### src/phy_control_defines.svh
// phy control register constants: address, field positions, reset value
// assumes inclusion by the design module only; the package does not include it
`ifndef PHY_CONTROL_DEFINES_SVH
`define PHY_CONTROL_DEFINES_SVH
`define PHY_CONTROL_ADDR   5'h00
`define PHY_CONTROL_RESET  16'h3100
`define BIT_REG_RESET      15
`define BIT_LOOPBACK       14
`define BIT_SPEED          13
`define BIT_ANEG_EN        12
`define BIT_POWER_DOWN     11
`define BIT_ISOLATE        10
`define BIT_ANEG_RESTART   9
`define BIT_DUPLEX         8
`define BIT_COLL_TEST      7
`define RSVD_MASK          16'h007F
`endif

### src/phy_control_pkg.sv
// types shared by the phy control register block
// assumes phy_control_defines.svh is on the include path
package phy_control_pkg;
  typedef struct packed {
    logic        req;
    logic        write;
    logic [4:0]  addr;
    logic [15:0] wdata;
  } mgmt_req_t;
  typedef struct packed {
    logic loopbackEnable;
    logic speedSelect;
    logic autonegEnable;
    logic powerDown;
    logic isolate;
    logic fullDuplex;
    logic collisionTestEnable;
  } phy_mode_t;
endpackage

### src/phy_control_register.sv
// phy control register at management address zero
// assumes one-cycle management requests from the mac, synchronous to sys_clk
//
// How it works
// - register resets to 0x3100, normal operation without software setup
// - field defaults give speed 100, autoneg on, full duplex at reset
// - duplex bit 8 set selects full duplex
// - duplex bit 8 clear selects half duplex
// - software writes and autoneg result both update the duplex bit
// - collision-test bit 7 set enables collision test mode
// - collision-test bit sets on transmit start, clears on transmit halt
// - write data comes from mgmt_write_data; read data to mgmt_read_data
`timescale 1ns/10ps
`include "phy_control_defines.svh"
module phy_control_register
  import phy_control_pkg::*;
(
  input  wire logic        sys_clk,
  input  wire logic        rst_n,
  input  wire mgmt_req_t   mgmtReq,
  input  wire logic [15:0] mgmt_write_data,
  input  wire logic        anegDone,
  input  wire logic        anegFullDuplex,
  input  wire logic        txStart,
  input  wire logic        txHalt,
  output logic [15:0]      mgmt_read_data,
  output logic             readValid,
  output phy_mode_t        phyMode,
  output logic             regResetPulse,
  output logic             autonegRestartPulse
);
  // ---------------------------------------------
  // register state
  // ---------------------------------------------
  logic [15:0] ctrl_q, ctrl_d;
  logic [15:0] rdata_q, rdata_d;
  logic        rvalid_q, rvalid_d;
  logic        rst_pulse_q, rst_pulse_d;
  logic        aneg_pulse_q, aneg_pulse_d;
  logic        hit;
  logic        wr;

  always_comb begin
    hit = mgmtReq.req && (mgmtReq.addr == `PHY_CONTROL_ADDR);
    wr = hit && mgmtReq.write;
    ctrl_d = ctrl_q;
    rst_pulse_d = 1'b0;
    aneg_pulse_d = 1'b0;
    rvalid_d = mgmtReq.req && !mgmtReq.write;
    rdata_d = rdata_q;
    if (mgmtReq.req && !mgmtReq.write) begin
      rdata_d = hit ? ctrl_q : 16'h0000;
    end
    if (wr) begin
      // reserved bits stored as written, software keeps them zero
      ctrl_d = mgmt_write_data;
      rst_pulse_d = mgmt_write_data[`BIT_REG_RESET];
      aneg_pulse_d = mgmt_write_data[`BIT_ANEG_RESTART];
      ctrl_d[`BIT_REG_RESET] = 1'b0;
      ctrl_d[`BIT_ANEG_RESTART] = 1'b0;
    end
    if (anegDone) begin
      ctrl_d[`BIT_DUPLEX] = anegFullDuplex;
    end
    // halt beats start so a frame never leaves the test bit stuck
    if (txStart) begin
      ctrl_d[`BIT_COLL_TEST] = 1'b1;
    end
    if (txHalt) begin
      ctrl_d[`BIT_COLL_TEST] = 1'b0;
    end
    if (wr && mgmt_write_data[`BIT_REG_RESET]) begin
      ctrl_d = `PHY_CONTROL_RESET;
    end
  end

  always_ff @(posedge sys_clk or negedge rst_n) begin
    if (!rst_n) begin
      ctrl_q <= `PHY_CONTROL_RESET;
      rdata_q <= 16'h0000;
      rvalid_q <= 1'b0;
      rst_pulse_q <= 1'b0;
      aneg_pulse_q <= 1'b0;
    end else begin
      ctrl_q <= ctrl_d;
      rdata_q <= rdata_d;
      rvalid_q <= rvalid_d;
      rst_pulse_q <= rst_pulse_d;
      aneg_pulse_q <= aneg_pulse_d;
    end
  end

  // ---------------------------------------------
  // outputs
  // ---------------------------------------------
  assign mgmt_read_data = rdata_q;
  assign readValid = rvalid_q;
  assign regResetPulse = rst_pulse_q;
  assign autonegRestartPulse = aneg_pulse_q;
  assign phyMode.loopbackEnable = ctrl_q[`BIT_LOOPBACK];
  assign phyMode.speedSelect = ctrl_q[`BIT_SPEED];
  assign phyMode.autonegEnable = ctrl_q[`BIT_ANEG_EN];
  assign phyMode.powerDown = ctrl_q[`BIT_POWER_DOWN];
  assign phyMode.isolate = ctrl_q[`BIT_ISOLATE];
  assign phyMode.fullDuplex = ctrl_q[`BIT_DUPLEX];
  assign phyMode.collisionTestEnable = ctrl_q[`BIT_COLL_TEST];

  // ---------------------------------------------
  // checks
  // ---------------------------------------------
  a_reset_value: assert property (@(posedge sys_clk)
    $rose(rst_n) |-> ctrl_q == `PHY_CONTROL_RESET)
    else $error("control not at reset value");
  a_default_mode: assert property (@(posedge sys_clk)
    $rose(rst_n) |-> phyMode.autonegEnable && phyMode.speedSelect && !phyMode.powerDown)
    else $error("reset mode not normal");
  a_full_duplex: assert property (@(posedge sys_clk) disable iff (!rst_n)
    wr && mgmt_write_data[`BIT_DUPLEX] && !anegDone && !mgmt_write_data[`BIT_REG_RESET]
      |=> phyMode.fullDuplex)
    else $error("full duplex not driven");
  a_half_duplex: assert property (@(posedge sys_clk) disable iff (!rst_n)
    wr && !mgmt_write_data[`BIT_DUPLEX] && !anegDone && !mgmt_write_data[`BIT_REG_RESET]
      |=> !phyMode.fullDuplex)
    else $error("half duplex not driven");
  a_aneg_duplex: assert property (@(posedge sys_clk) disable iff (!rst_n)
    anegDone && !(wr && mgmt_write_data[`BIT_REG_RESET])
      |=> ctrl_q[`BIT_DUPLEX] == $past(anegFullDuplex))
    else $error("negotiated duplex lost");
  a_sw_duplex: assert property (@(posedge sys_clk) disable iff (!rst_n)
    wr && !anegDone && !mgmt_write_data[`BIT_REG_RESET]
      |=> ctrl_q[`BIT_DUPLEX] == $past(mgmt_write_data[`BIT_DUPLEX]))
    else $error("written duplex lost");
  a_coll_mode: assert property (@(posedge sys_clk) disable iff (!rst_n)
    hit && !mgmtReq.write
      |=> mgmt_read_data[`BIT_COLL_TEST] == $past(phyMode.collisionTestEnable))
    else $error("collision test mode mismatch");
  a_coll_set: assert property (@(posedge sys_clk) disable iff (!rst_n)
    txStart && !txHalt && !(wr && mgmt_write_data[`BIT_REG_RESET])
      |=> phyMode.collisionTestEnable)
    else $error("collision test not set on start");
  a_coll_clear: assert property (@(posedge sys_clk) disable iff (!rst_n)
    txHalt |=> !phyMode.collisionTestEnable)
    else $error("collision test not cleared on halt");
  a_self_clear: assert property (@(posedge sys_clk) disable iff (!rst_n)
    wr && mgmt_write_data[`BIT_ANEG_RESTART]
      |=> autonegRestartPulse && !ctrl_q[`BIT_ANEG_RESTART])
    else $error("restart not self clearing");
  a_read_back: assert property (@(posedge sys_clk) disable iff (!rst_n)
    hit && !mgmtReq.write |=> readValid && mgmt_read_data == $past(ctrl_q))
    else $error("read data wrong");

  // ---------------------------------------------
  // checks: management port
  // ---------------------------------------------
  // a read answers for any address, so the mac never waits on a hole
  a_valid_any: assert property (@(posedge sys_clk) disable iff (!rst_n)
    mgmtReq.req && !mgmtReq.write |=> readValid)
    else $error("read not answered");
  a_valid_pulse: assert property (@(posedge sys_clk) disable iff (!rst_n)
    !(mgmtReq.req && !mgmtReq.write) |=> !readValid)
    else $error("read valid without read");
  a_rdata_hold: assert property (@(posedge sys_clk) disable iff (!rst_n)
    !(mgmtReq.req && !mgmtReq.write) |=> $stable(mgmt_read_data))
    else $error("read data changed without read");
  a_unmapped_zero: assert property (@(posedge sys_clk) disable iff (!rst_n)
    mgmtReq.req && !mgmtReq.write && mgmtReq.addr != `PHY_CONTROL_ADDR
      |=> mgmt_read_data == 16'h0000)
    else $error("unmapped read not zero");
  a_idle_hold: assert property (@(posedge sys_clk) disable iff (!rst_n)
    !wr && !anegDone && !txStart && !txHalt |=> $stable(ctrl_q))
    else $error("control changed with no cause");
  a_sw_fields: assert property (@(posedge sys_clk) disable iff (!rst_n)
    wr && !mgmt_write_data[`BIT_REG_RESET]
      |=> ctrl_q[`BIT_LOOPBACK:`BIT_ISOLATE]
          == $past(mgmt_write_data[`BIT_LOOPBACK:`BIT_ISOLATE]))
    else $error("written mode fields lost");
  // reserved bits kept as written; the mac is trusted to send zeros
  a_reserved_kept: assert property (@(posedge sys_clk) disable iff (!rst_n)
    wr && !mgmt_write_data[`BIT_REG_RESET]
      |=> (ctrl_q & `RSVD_MASK) == ($past(mgmt_write_data) & `RSVD_MASK))
    else $error("reserved bits not kept");

  // ---------------------------------------------
  // checks: commands and events
  // ---------------------------------------------
  a_reg_reset: assert property (@(posedge sys_clk) disable iff (!rst_n)
    wr && mgmt_write_data[`BIT_REG_RESET]
      |=> regResetPulse && ctrl_q == `PHY_CONTROL_RESET)
    else $error("register reset not applied");
  a_reset_pulse: assert property (@(posedge sys_clk) disable iff (!rst_n)
    !(wr && mgmt_write_data[`BIT_REG_RESET]) |=> !regResetPulse)
    else $error("register reset pulse stuck");
  a_restart_pulse: assert property (@(posedge sys_clk) disable iff (!rst_n)
    !(wr && mgmt_write_data[`BIT_ANEG_RESTART]) |=> !autonegRestartPulse)
    else $error("restart pulse stuck");
  a_cmd_bits_low: assert property (@(posedge sys_clk) disable iff (!rst_n)
    !ctrl_q[`BIT_REG_RESET] && !ctrl_q[`BIT_ANEG_RESTART])
    else $error("command bit left set");
  a_duplex_hold: assert property (@(posedge sys_clk) disable iff (!rst_n)
    !wr && !anegDone |=> $stable(phyMode.fullDuplex))
    else $error("duplex changed with no cause");
  // negotiation only touches duplex, so a late result cannot undo other settings
  a_aneg_fields: assert property (@(posedge sys_clk) disable iff (!rst_n)
    anegDone && !wr && !txStart && !txHalt
      |=> $stable(ctrl_q[`BIT_REG_RESET:`BIT_ANEG_RESTART]) && $stable(ctrl_q[`BIT_COLL_TEST:0]))
    else $error("negotiation touched other fields");
  a_coll_write: assert property (@(posedge sys_clk) disable iff (!rst_n)
    wr && !txStart && !txHalt && !mgmt_write_data[`BIT_REG_RESET]
      |=> phyMode.collisionTestEnable == $past(mgmt_write_data[`BIT_COLL_TEST]))
    else $error("written collision test lost");
  a_coll_hold: assert property (@(posedge sys_clk) disable iff (!rst_n)
    !wr && !txStart && !txHalt |=> $stable(phyMode.collisionTestEnable))
    else $error("collision test changed with no cause");
  a_tx_fields: assert property (@(posedge sys_clk) disable iff (!rst_n)
    (txStart || txHalt) && !wr && !anegDone
      |=> $stable(ctrl_q[`BIT_REG_RESET:`BIT_DUPLEX]) && $stable(ctrl_q[`BIT_COLL_TEST-1:0]))
    else $error("transmit event touched other fields");

  // ---------------------------------------------
  // checks: reset release
  // ---------------------------------------------
  a_reset_outputs: assert property (@(posedge sys_clk)
    $rose(rst_n) |-> !readValid && !regResetPulse && !autonegRestartPulse
      && mgmt_read_data == 16'h0000)
    else $error("outputs not quiet after reset");
  a_reset_fields: assert property (@(posedge sys_clk)
    $rose(rst_n) |-> phyMode.fullDuplex && !phyMode.loopbackEnable && !phyMode.isolate
      && !phyMode.collisionTestEnable)
    else $error("reset fields not normal");
endmodule

### config.mk
export PLATFORM = sky130hd
export DESIGN_NAME = phy_control_register
export DESIGN_NICKNAME = d
export VERILOG_FILES = /design/src/phy_control_pkg.sv /design/src/phy_control_register.sv
export VERILOG_INCLUDE_DIRS = /design/src
export SDC_FILE = /design/constraint.sdc
export NUM_CORES = 1
export LEC_CHECK = 0
export ABC_AREA = 1
export BUFFER_PORTS_ARGS = -buffer_cell sky130_fd_sc_hd__buf_2
export CAP_MARGIN = 25
export CORE_ASPECT_RATIO = 0.8
export CORE_MARGIN = 8
export CORE_UTILIZATION = 48
export DETAILED_ROUTE_END_ITERATION = 12
export PLACE_DENSITY = 0.95
export SLEW_MARGIN = 0
export SYNTH_ARGS = -nofsm -noshare
export SYNTH_HDL_FRONTEND = slang
export SYNTH_SLANG_ARGS = --single-unit
### constraint.sdc
create_clock -name sys_clk -period 1.7 [get_ports sys_clk]
set_input_delay 0.255 -clock sys_clk [delete_from_list [all_inputs] [get_ports sys_clk]]
set_output_delay 0.255 -clock sys_clk [all_outputs]
set_load 0.1 [all_outputs]
# Word level (Yosys, flattened, before mapping)
# Index checks and enable logic that the tools add are counted.
[totals] register_bits=35 input_bits=45 out_inout_bits=26 wordCells=24
[classes] mux=8 reduce_logical=9
[ops] operator="16-bit 2-to-1 mux" n=3
[ops] operator="5-bit zero test" n=1
[ops] operator="1-bit 2-to-1 mux" n=5
[ops] operator="1-bit logical AND" n=4
[ops] operator="4-bit nonzero test" n=1
[ops] operator="3-bit nonzero test" n=1
[ops] operator="2-bit nonzero test" n=1
[ops] operator="1-bit zero test" n=1

# Logic depth before layout (Yosys ltp)
# Gate-level depths: netlist (run 1).
[depth] ltp_word=7 depth_mapped=8 mapped_depth_nobuf=7

# Worst setup path before layout (run 1)
# OpenSTA, ideal clock, no wires.
[synth_path] path_type="register to register" startpoint="reg mgmt_read_data[0] (netlist name)" endpoint="reg rdata_q[0] (netlist: mgmt_read_data[0])" setup_time_ns=0.076 arrival_time_ns=1.179 required_ns=1.624 path_slack_ns=0.445 stages_incl_launch_ff=3 path_buffers=0 synth_period_minus_slack_ns=1.255 path_cell_list="dfrtp_1 > o21ai_0 > o21ai_1"
[synth_rtl] item="end signal: assignment" line_no="phy_control_register.sv:86" text="rdata_q <= rdata_d;"
[synth_rtl] item="end: declaration" line_no="phy_control_register.sv:36" text="logic [15:0] rdata_q, rdata_d;"

# Worst setup path after layout (run 1)
[layout_path] startpoint="reg ctrl_q[8]" endpoint="out phyMode[1] in the netlist's numbering"
[layout_rtl] item="start: declaration" line_no="phy_control_register.sv:35" text="logic [15:0] ctrl_q, ctrl_d;"
[layout_rtl] item="start signal: assignment" line_no="phy_control_register.sv:79" text="ctrl_q <= `PHY_CONTROL_RESET;"
[layout_rtl] item="start signal: assignment" line_no="phy_control_register.sv:85" text="ctrl_q <= ctrl_d;"
[layout_rtl] item="end: declaration" line_no="phy_control_register.sv:28" text="output phy_mode_t phyMode,"
# No word-level cell between the ends.

==> results of run 1 <==
[sequential cells by signal (all words and copies together) (netlist names)]
signal	count
autonegRestartPulse	1
mgmt_read_data	14
ctrl_q	14
readValid	1
regResetPulse	1
[area by class of cell]
cell class | instances | area (um2) | area share, %
clock buffer | 7 | 45.04 | 2.713
clock inverter | 1 | 5.005 | 0.3014
inverter | 8 | 30.03 | 1.809
multi-input combinational | 103 | 475.5 | 28.64
sequential | 31 | 779.5 | 46.95
tap | 38 | 47.55 | 2.864
timing repair buffer | 54 | 277.8 | 16.73
[metrics by stage]
stage	util (%)	area [um2]	worst slack [ns]	hold slack, ns
floorplan	-	1400	0.4451	-0.04059
global placement	57.87	1600	0.4687	0.3158
detailed placement	57.87	1600	0.4120	0.3184
CTS	60.05	1660	0.1256	0.1209
global route	60.05	1660	0.09831	0.1481
finish	60.05	1660	0.1368	0.1314
[path summary, 6_finish.rpt]
kind | start | endpoint
worst max-delay path | ctrl_q[8]$_DFFE_PN1P_ | phyMode[1]
worst min-delay path | mgmt_write_data[9] | autonegRestartPulse$_DFF_PN0_
worst max register to register | ctrl_q[8]$_DFFE_PN1P_ | mgmt_read_data[8]$_DFFE_PN0P_
worst min register to register | ctrl_q[13]$_DFFE_PN1P_ | ctrl_q[13]$_DFFE_PN1P_
max in group asynchronous | rst_n | autonegRestartPulse$_DFF_PN0_
min in group asynchronous | rst_n | mgmt_read_data[4]$_DFFE_PN0P_
[report_power, final]
group          total [mW]  leakage (nW)  internal [mW]  switching (mW)
Combinational       0.328         0.443         0.0661           0.262
Sequential          0.802         0.417          0.779          0.0227
Clock               0.397        0.0293          0.161           0.236
Total                1.53         0.889           1.01           0.520
[cell families after synthesis]
kind of cell	share of synthesized area (%)
compound gates	15.41
other cells	0.2686
flops	55.82
simple gates	18.10
buf+inv	10.39
[synth_stat cells (all sizes together)]
cell and number:
nand2 46, o21ai 40, dfrtp 28, buf 13, nor2 9, inv 7
nand3 5, clkbuf 3, dfstp 3, clkinv 1, conb 1, nand4 1
[per-layer routing]
layer | vias to the layer above | global-route usage (%) | wire, um
met4 | 0 | 7.177 | 48
li1 | 587 | - | -
met5 | - | 0 | 0
met1 | 536 | 15.46 | 1369
met2 | 38 | 19.42 | 1365
met3 | 5 | 4.469 | 206
==> impl_summary.txt, run 1 <==
----------------------------------------------------
[Die]
  Area enclosed by the die boundary ... 4902 um2
  Die boundary height ... 64.24 um
  Core Rows ... 17
  I/O pins ... between 70 and 80
  Effective utilization at floorplan ... around half
  Placeable core region ... ~2800 um2
  Die width ... between 70 and 80 um

[Clock tree]
  Post-CTS Resized ... 0
  Number of CTS-inserted buffers ... 5
  Clock sinks ... 31
  Post CTS Setup Buffer Count ... 0
  Clock-pin slew reported for the worst setup and hold paths after clock tree synthesis ... 0.08 ns
  Clock root cell ... sky130_fd_sc_hd__clkbuf_4
  Clock tree buffer depth ... 2
  CTS hold repair buffers ... 1
  TritonCTS clock tree ... built
  Clock insertion delay at the later pin of the skew report ... 0.33 ns
  H-tree depth ... 2

[Setup path]
  Type of the worst setup path ... reg -> out
  Reg2reg path depth ... 2
  Endpoint class of the critical path ... output port
  CP max FO ... 3
  Top delay family on crit path ... flip-flops
  CP Cell Sequence ... buf_2
  R2r setup slk ... 0.87 ns
  Delay of the slowest cell on the worst path ... ~0.56 ns
  Cell with the largest stage delay on the worst path ... sky130_fd_sc_hd__dfstp_2
  Worst path required time ... 1.44 ns
  Critical path depth ... 1
  Worst setup SP type ... flip-flop
  Data arrival time of the critical path ... 1.31 ns
  Buffering stage count on the worst path with inverters included ... 1

[Drt]
  Average via count per standard cell ... 4.818
  Antenna-violating nets left ... 0
  Routed vias ... between 1000 and 1500
  Count of unresolved DRC violations after routing ... 0
  Average routed wire per standard cell ... 12.36 um
  Total iterations of the first detailed-routing run ... 4
  Violation count after the first detailed-routing iteration ... between 100 and 150
  Overall routed net length ... approximately 3000 um

[Placed design]
  Cell count after placement ... 233
  Routability Congestion ... 0.8078
  Number of buffers added on ports ... 52
  Hpwl dp ... 2284 um

[Min path]
  HP Class ... in -> reg
  WHS Path Cells ... 3

[Cells and area]
  Ant. Diodes ... 0
  Fraction of layout cells with a size suffix above 1 ... 33.82%
  Area Growth Syn to Fin ... 18.91%
  Number of nets in the final layout ... 248
  Fillcell total ... 248
  Most common library cell in the layout ignoring fill and taps ... sky130_fd_sc_hd__buf_2
  Commonest non-fill, non-tap cells in the layout ... sky130_fd_sc_hd__buf_2 (52), sky130_fd_sc_hd__nand2_1 (46), sky130_fd_sc_hd__o21ai_0 (29)
  Non-filler instance count after layout ... roughly 240

[STA]
  Hold Violations, Final ... 0
  Highest clock rate ... 0.6397 GHz
  Period Utilization, post-route ... about 90%
  Final setup violation count ... 0
  Unrepaired setup endpoints after global routing ... false
  Remaining max-slew budget at the tightest pin ... 55.38%
  Slew @ Worst Pin ... 0.6693 ns
  Setup tns final ... 0 ns
  Worst clock skew on the final layout ... 0.01040 ns
  Time the final worst path needs with I/O delays and setup ... 1.563 ns
  Max Slew Vio Count ... 0

[Yosys]
  Portion of synthesized cell area occupied by the leading cell type ... 50.18%
  Sequential-to-total area share from yosys stat ... ~56%
  Synth Cell Area ... 1396 um2
  Average size of a mapped cell ... 8.894 um2
  Synth Register Bits ... 31
  Library cell occupying the most area in the post-synthesis netlist ... sky130_fd_sc_hd__dfrtp_1
  Top area cells in the synthesized netlist ... sky130_fd_sc_hd__dfrtp_1 (50%), sky130_fd_sc_hd__nand2_1 (12%), sky130_fd_sc_hd__o21ai_0 (10%)
  Synthesis Warnings ... 0
  Number of cells produced by synthesis ... roughly 160
  Distinct cell type count of the synthesized netlist ... 20

[Global route]
  Total gr overflow ... 0
  Number of global-route vias before repair ... 1134
  Wire length of the first global-routing pass ... between 5000 and 6000 um
  All-layer global routing usage ... 12.73%
  Initial antenna violation count ... 0
  Largest net degree at the start of global routing ... 32

[Power and ir drop]
  Post-layout power ... around 1.5 mW
  Static leakage ... 0.8893 nW
  Worst vdd ir ... 631.0 uV
  Total power density per cell area ... ~920 nW/um2

[Outcome]
  Status ... completed

[Flow run]
  Max Cap Viol ... 0

----------------------------------------------------
(Power assumes the default switching activity.)
==> run 2: changes to the inputs <==
CORE_ASPECT_RATIO = not set   (was 0.8)
==> run 2 against run 1 <==
Final cell count is 2.9% lower. Hold slack got worse by 0.0034 ns. Maximum frequency is essentially flat. Via count decreased by 0.77%. Largest cell class unchanged. Critical path depth did not move. Clock power is 20% higher. First-iteration DRC count fell by 11%. Critical endpoint is now phyMode[5]. Clock-buffer cell count grew 1.
==> impl_summary.txt, run 2 (synthesized netlist as in run 1, its figures left out) <==
----------------------------------------------------
[Drt]
  Total iterations of the first detailed-routing run ... 4
  Count of unresolved DRC violations after routing ... 0
  Routed vias ... 1157
  Average via count per standard cell ... 4.923
  Violation count after the first detailed-routing iteration ... 92
  Average routed wire per standard cell ... 13.15 um
  Overall routed net length ... ~3100 um
  Antenna-violating nets left ... 0

[Global route]
  Total gr overflow ... 0
  Wire length of the first global-routing pass ... 5361 um
  Initial antenna violation count ... 0
  Largest net degree at the start of global routing ... 32
  Number of global-route vias before repair ... 1181
  All-layer global routing usage ... between 10% and 20%

[Power and ir drop]
  Post-layout power ... 1.609 mW
  Comb power frac ... 20.5%
  Share of total power in sequential cells ... 49.8%
  Total power density per cell area ... 963.1 nW/um2
  Net Switching ... approximately 520 uW
  Worst vdd ir ... around 600 uV
  Share of total power in the clock network ... 29.7%
  Cell-internal power ... 1.088 mW
  Switching Share ... approximately a third
  Static leakage ... 0.8986 nW

[Placed design]
  Number of buffers added on ports ... between 50 and 60
  Post-Place Cell Area ... around 1600 um2
  Routability Congestion ... between 0.7 and 0.8
  Cell count after placement ... approximately 230
  Place WS ... between 0.4 and 0.5 ns

[Setup path]
  Data arrival time of the critical path ... 1.31 ns
  Worst R2R End ... mgmt_read_data[13]$_DFFE_PN0P_
  Cell with the largest stage delay on the worst path ... sky130_fd_sc_hd__dfstp_2
  Worst path required time ... 1.44 ns
  Endpoint class of the critical path ... output port
  Top delay family on crit path ... flip-flops
  Reg-to-Reg Start ... ctrl_q[13]$_DFFE_PN1P_
  Worst setup SP type ... flip-flop
  Delay of the slowest cell on the worst path ... approximately 0.55 ns
  CP Cell Sequence ... buf_2
  Buffering stage count on the worst path with inverters included ... 1
  Type of the worst setup path ... reg -> out
  Reg2reg path depth ... 2
  CP max FO ... 3
  R2r setup slk ... between 0.8 and 0.9 ns

[Clock tree]
  H-tree depth ... 2
  Clock tree buffer depth ... 2
  Post CTS Setup Buffer Count ... 0
  Clock insertion delay at the later pin of the skew report ... 0.32 ns
  Number of CTS-inserted buffers ... 5
  Clock-pin slew reported for the worst setup and hold paths after clock tree synthesis ... 0.09 ns
  Clock root cell ... sky130_fd_sc_hd__clkbuf_4
  TritonCTS clock tree ... built
  Clock sinks ... 31

[STA]
  Final setup violation count ... 0
  Highest clock rate ... between 0.6 and 0.7 GHz
  Final critical-path setup slack ... 0.1366 ns
  Remaining max-slew budget at the tightest pin ... 56.79%
  Unrepaired setup endpoints after global routing ... false
  Hold Violations, Final ... 0
  Post-route worst hold slack ... about 0.13 ns
  Max Slew Vio Count ... 0
  Time the final worst path needs with I/O delays and setup ... 1.563 ns
  Setup tns final ... 0 ns
  Slew @ Worst Pin ... 0.6481 ns
  Period Utilization, post-route ... 91.97%
  Worst clock skew on the final layout ... 0.003394 ns

[Cells and area]
  Fraction of layout cells with a size suffix above 1 ... ~34%
  Post-layout utilization of the core ... between 60% and 70%
  Non-filler instance count after layout ... about 240
  Most common library cell in the layout ignoring fill and taps ... sky130_fd_sc_hd__buf_2
  Ant. Diodes ... 0
  Area Growth Syn to Fin ... 19.62%
  Commonest non-fill, non-tap cells in the layout ... sky130_fd_sc_hd__buf_2 (52), sky130_fd_sc_hd__nand2_1 (46), sky130_fd_sc_hd__o21ai_0 (29)
  Number of nets in the final layout ... 248
  Final non-filler cell area ... about 1700 um2

[Flow run]
  Max Cap Viol ... 0

[Die]
  Effective utilization at floorplan ... 50.64%
  Die width ... 69.94 um
  Area enclosed by the die boundary ... 4891 um2
  I/O pins ... 71
  Core Rows ... 19
  Placeable core region ... 2758 um2
  Die boundary height ... 69.94 um

[Min path]
  Origin of the worst min-delay path ... mgmt_write_data[9]
  Worst Hold Endpoint ... autonegRestartPulse$_DFF_PN0_
  WHS Path Cells ... 3
  HP Class ... in -> reg

[Outcome]
  Status ... completed

----------------------------------------------------
run 2: how the worst max path moves through the flow:
stage / cells past startpoint / slack [ns] / endpoint / start
floorplan: 2 / 0.45 / mgmt_read_data[0]$_DFFE_PN0P_ / mgmt_read_data[0]$_DFFE_PN0P_
global route: 1 / 0.10 / phyMode[5] / ctrl_q[13]$_DFFE_PN1P_
finish: 1 / 0.14 / phyMode[5] / ctrl_q[13]$_DFFE_PN1P_
global placement: 1 / 0.50 / phyMode[1] / ctrl_q[8]$_DFFE_PN1P_
CTS: 1 / 0.13 / phyMode[5] / ctrl_q[13]$_DFFE_PN1P_
detailed placement: 8 / 0.49 / ctrl_q[10]$_DFFE_PN0P_ / mgmtReq[20]
run 2: worst reg2reg max path: stages (launching register included):
cell and delay [ns]:
sky130_fd_sc_hd__dfstp_2 0.55, sky130_fd_sc_hd__nand2_1 0.05, sky130_fd_sc_hd__o21ai_0 0.17
run 2: timing repair:
item                       4_1_cts  5_1_grt
setup endpoints to repair        0        0
hold endpoints to repair        28        0
gates resized for setup          0        0
hold buffers                     1        0
run 2: per-layer routing:
| layer | track usage (%) | vias up | routed length, um |
|---|---|---|---|
| met5 | 0 | - | 0 |
| met4 | 7.813 | 0 | 105 |
| met3 | 5.508 | 10 | 224 |
| met2 | 21.22 | 37 | 1483 |
| met1 | 14.33 | 517 | 1278 |
| li1 | - | 593 | - |
run 2: layout make-up:
class / instances / area (um2)
tap: 31 / 38.79
timing repair buffer: 54 / 277.8
clock buffer: 8 / 68.82
multi-input combinational: 103 / 475.5
sequential: 31 / 779.5
inverter: 8 / 30.03
fill: 232 / 1087
run 2: power groups by stage:
stage          clock network (mW)  registers [mW]  logic (mW)
6_report                    0.477           0.802       0.330
3_5_place_dp                    0           0.816       0.330
4_1_cts                     0.487           0.802       0.333
3_3_place_gp                    0           0.814       0.324
5_1_grt                     0.517           0.807       0.351
2_1_floorplan                   0           0.828       0.260
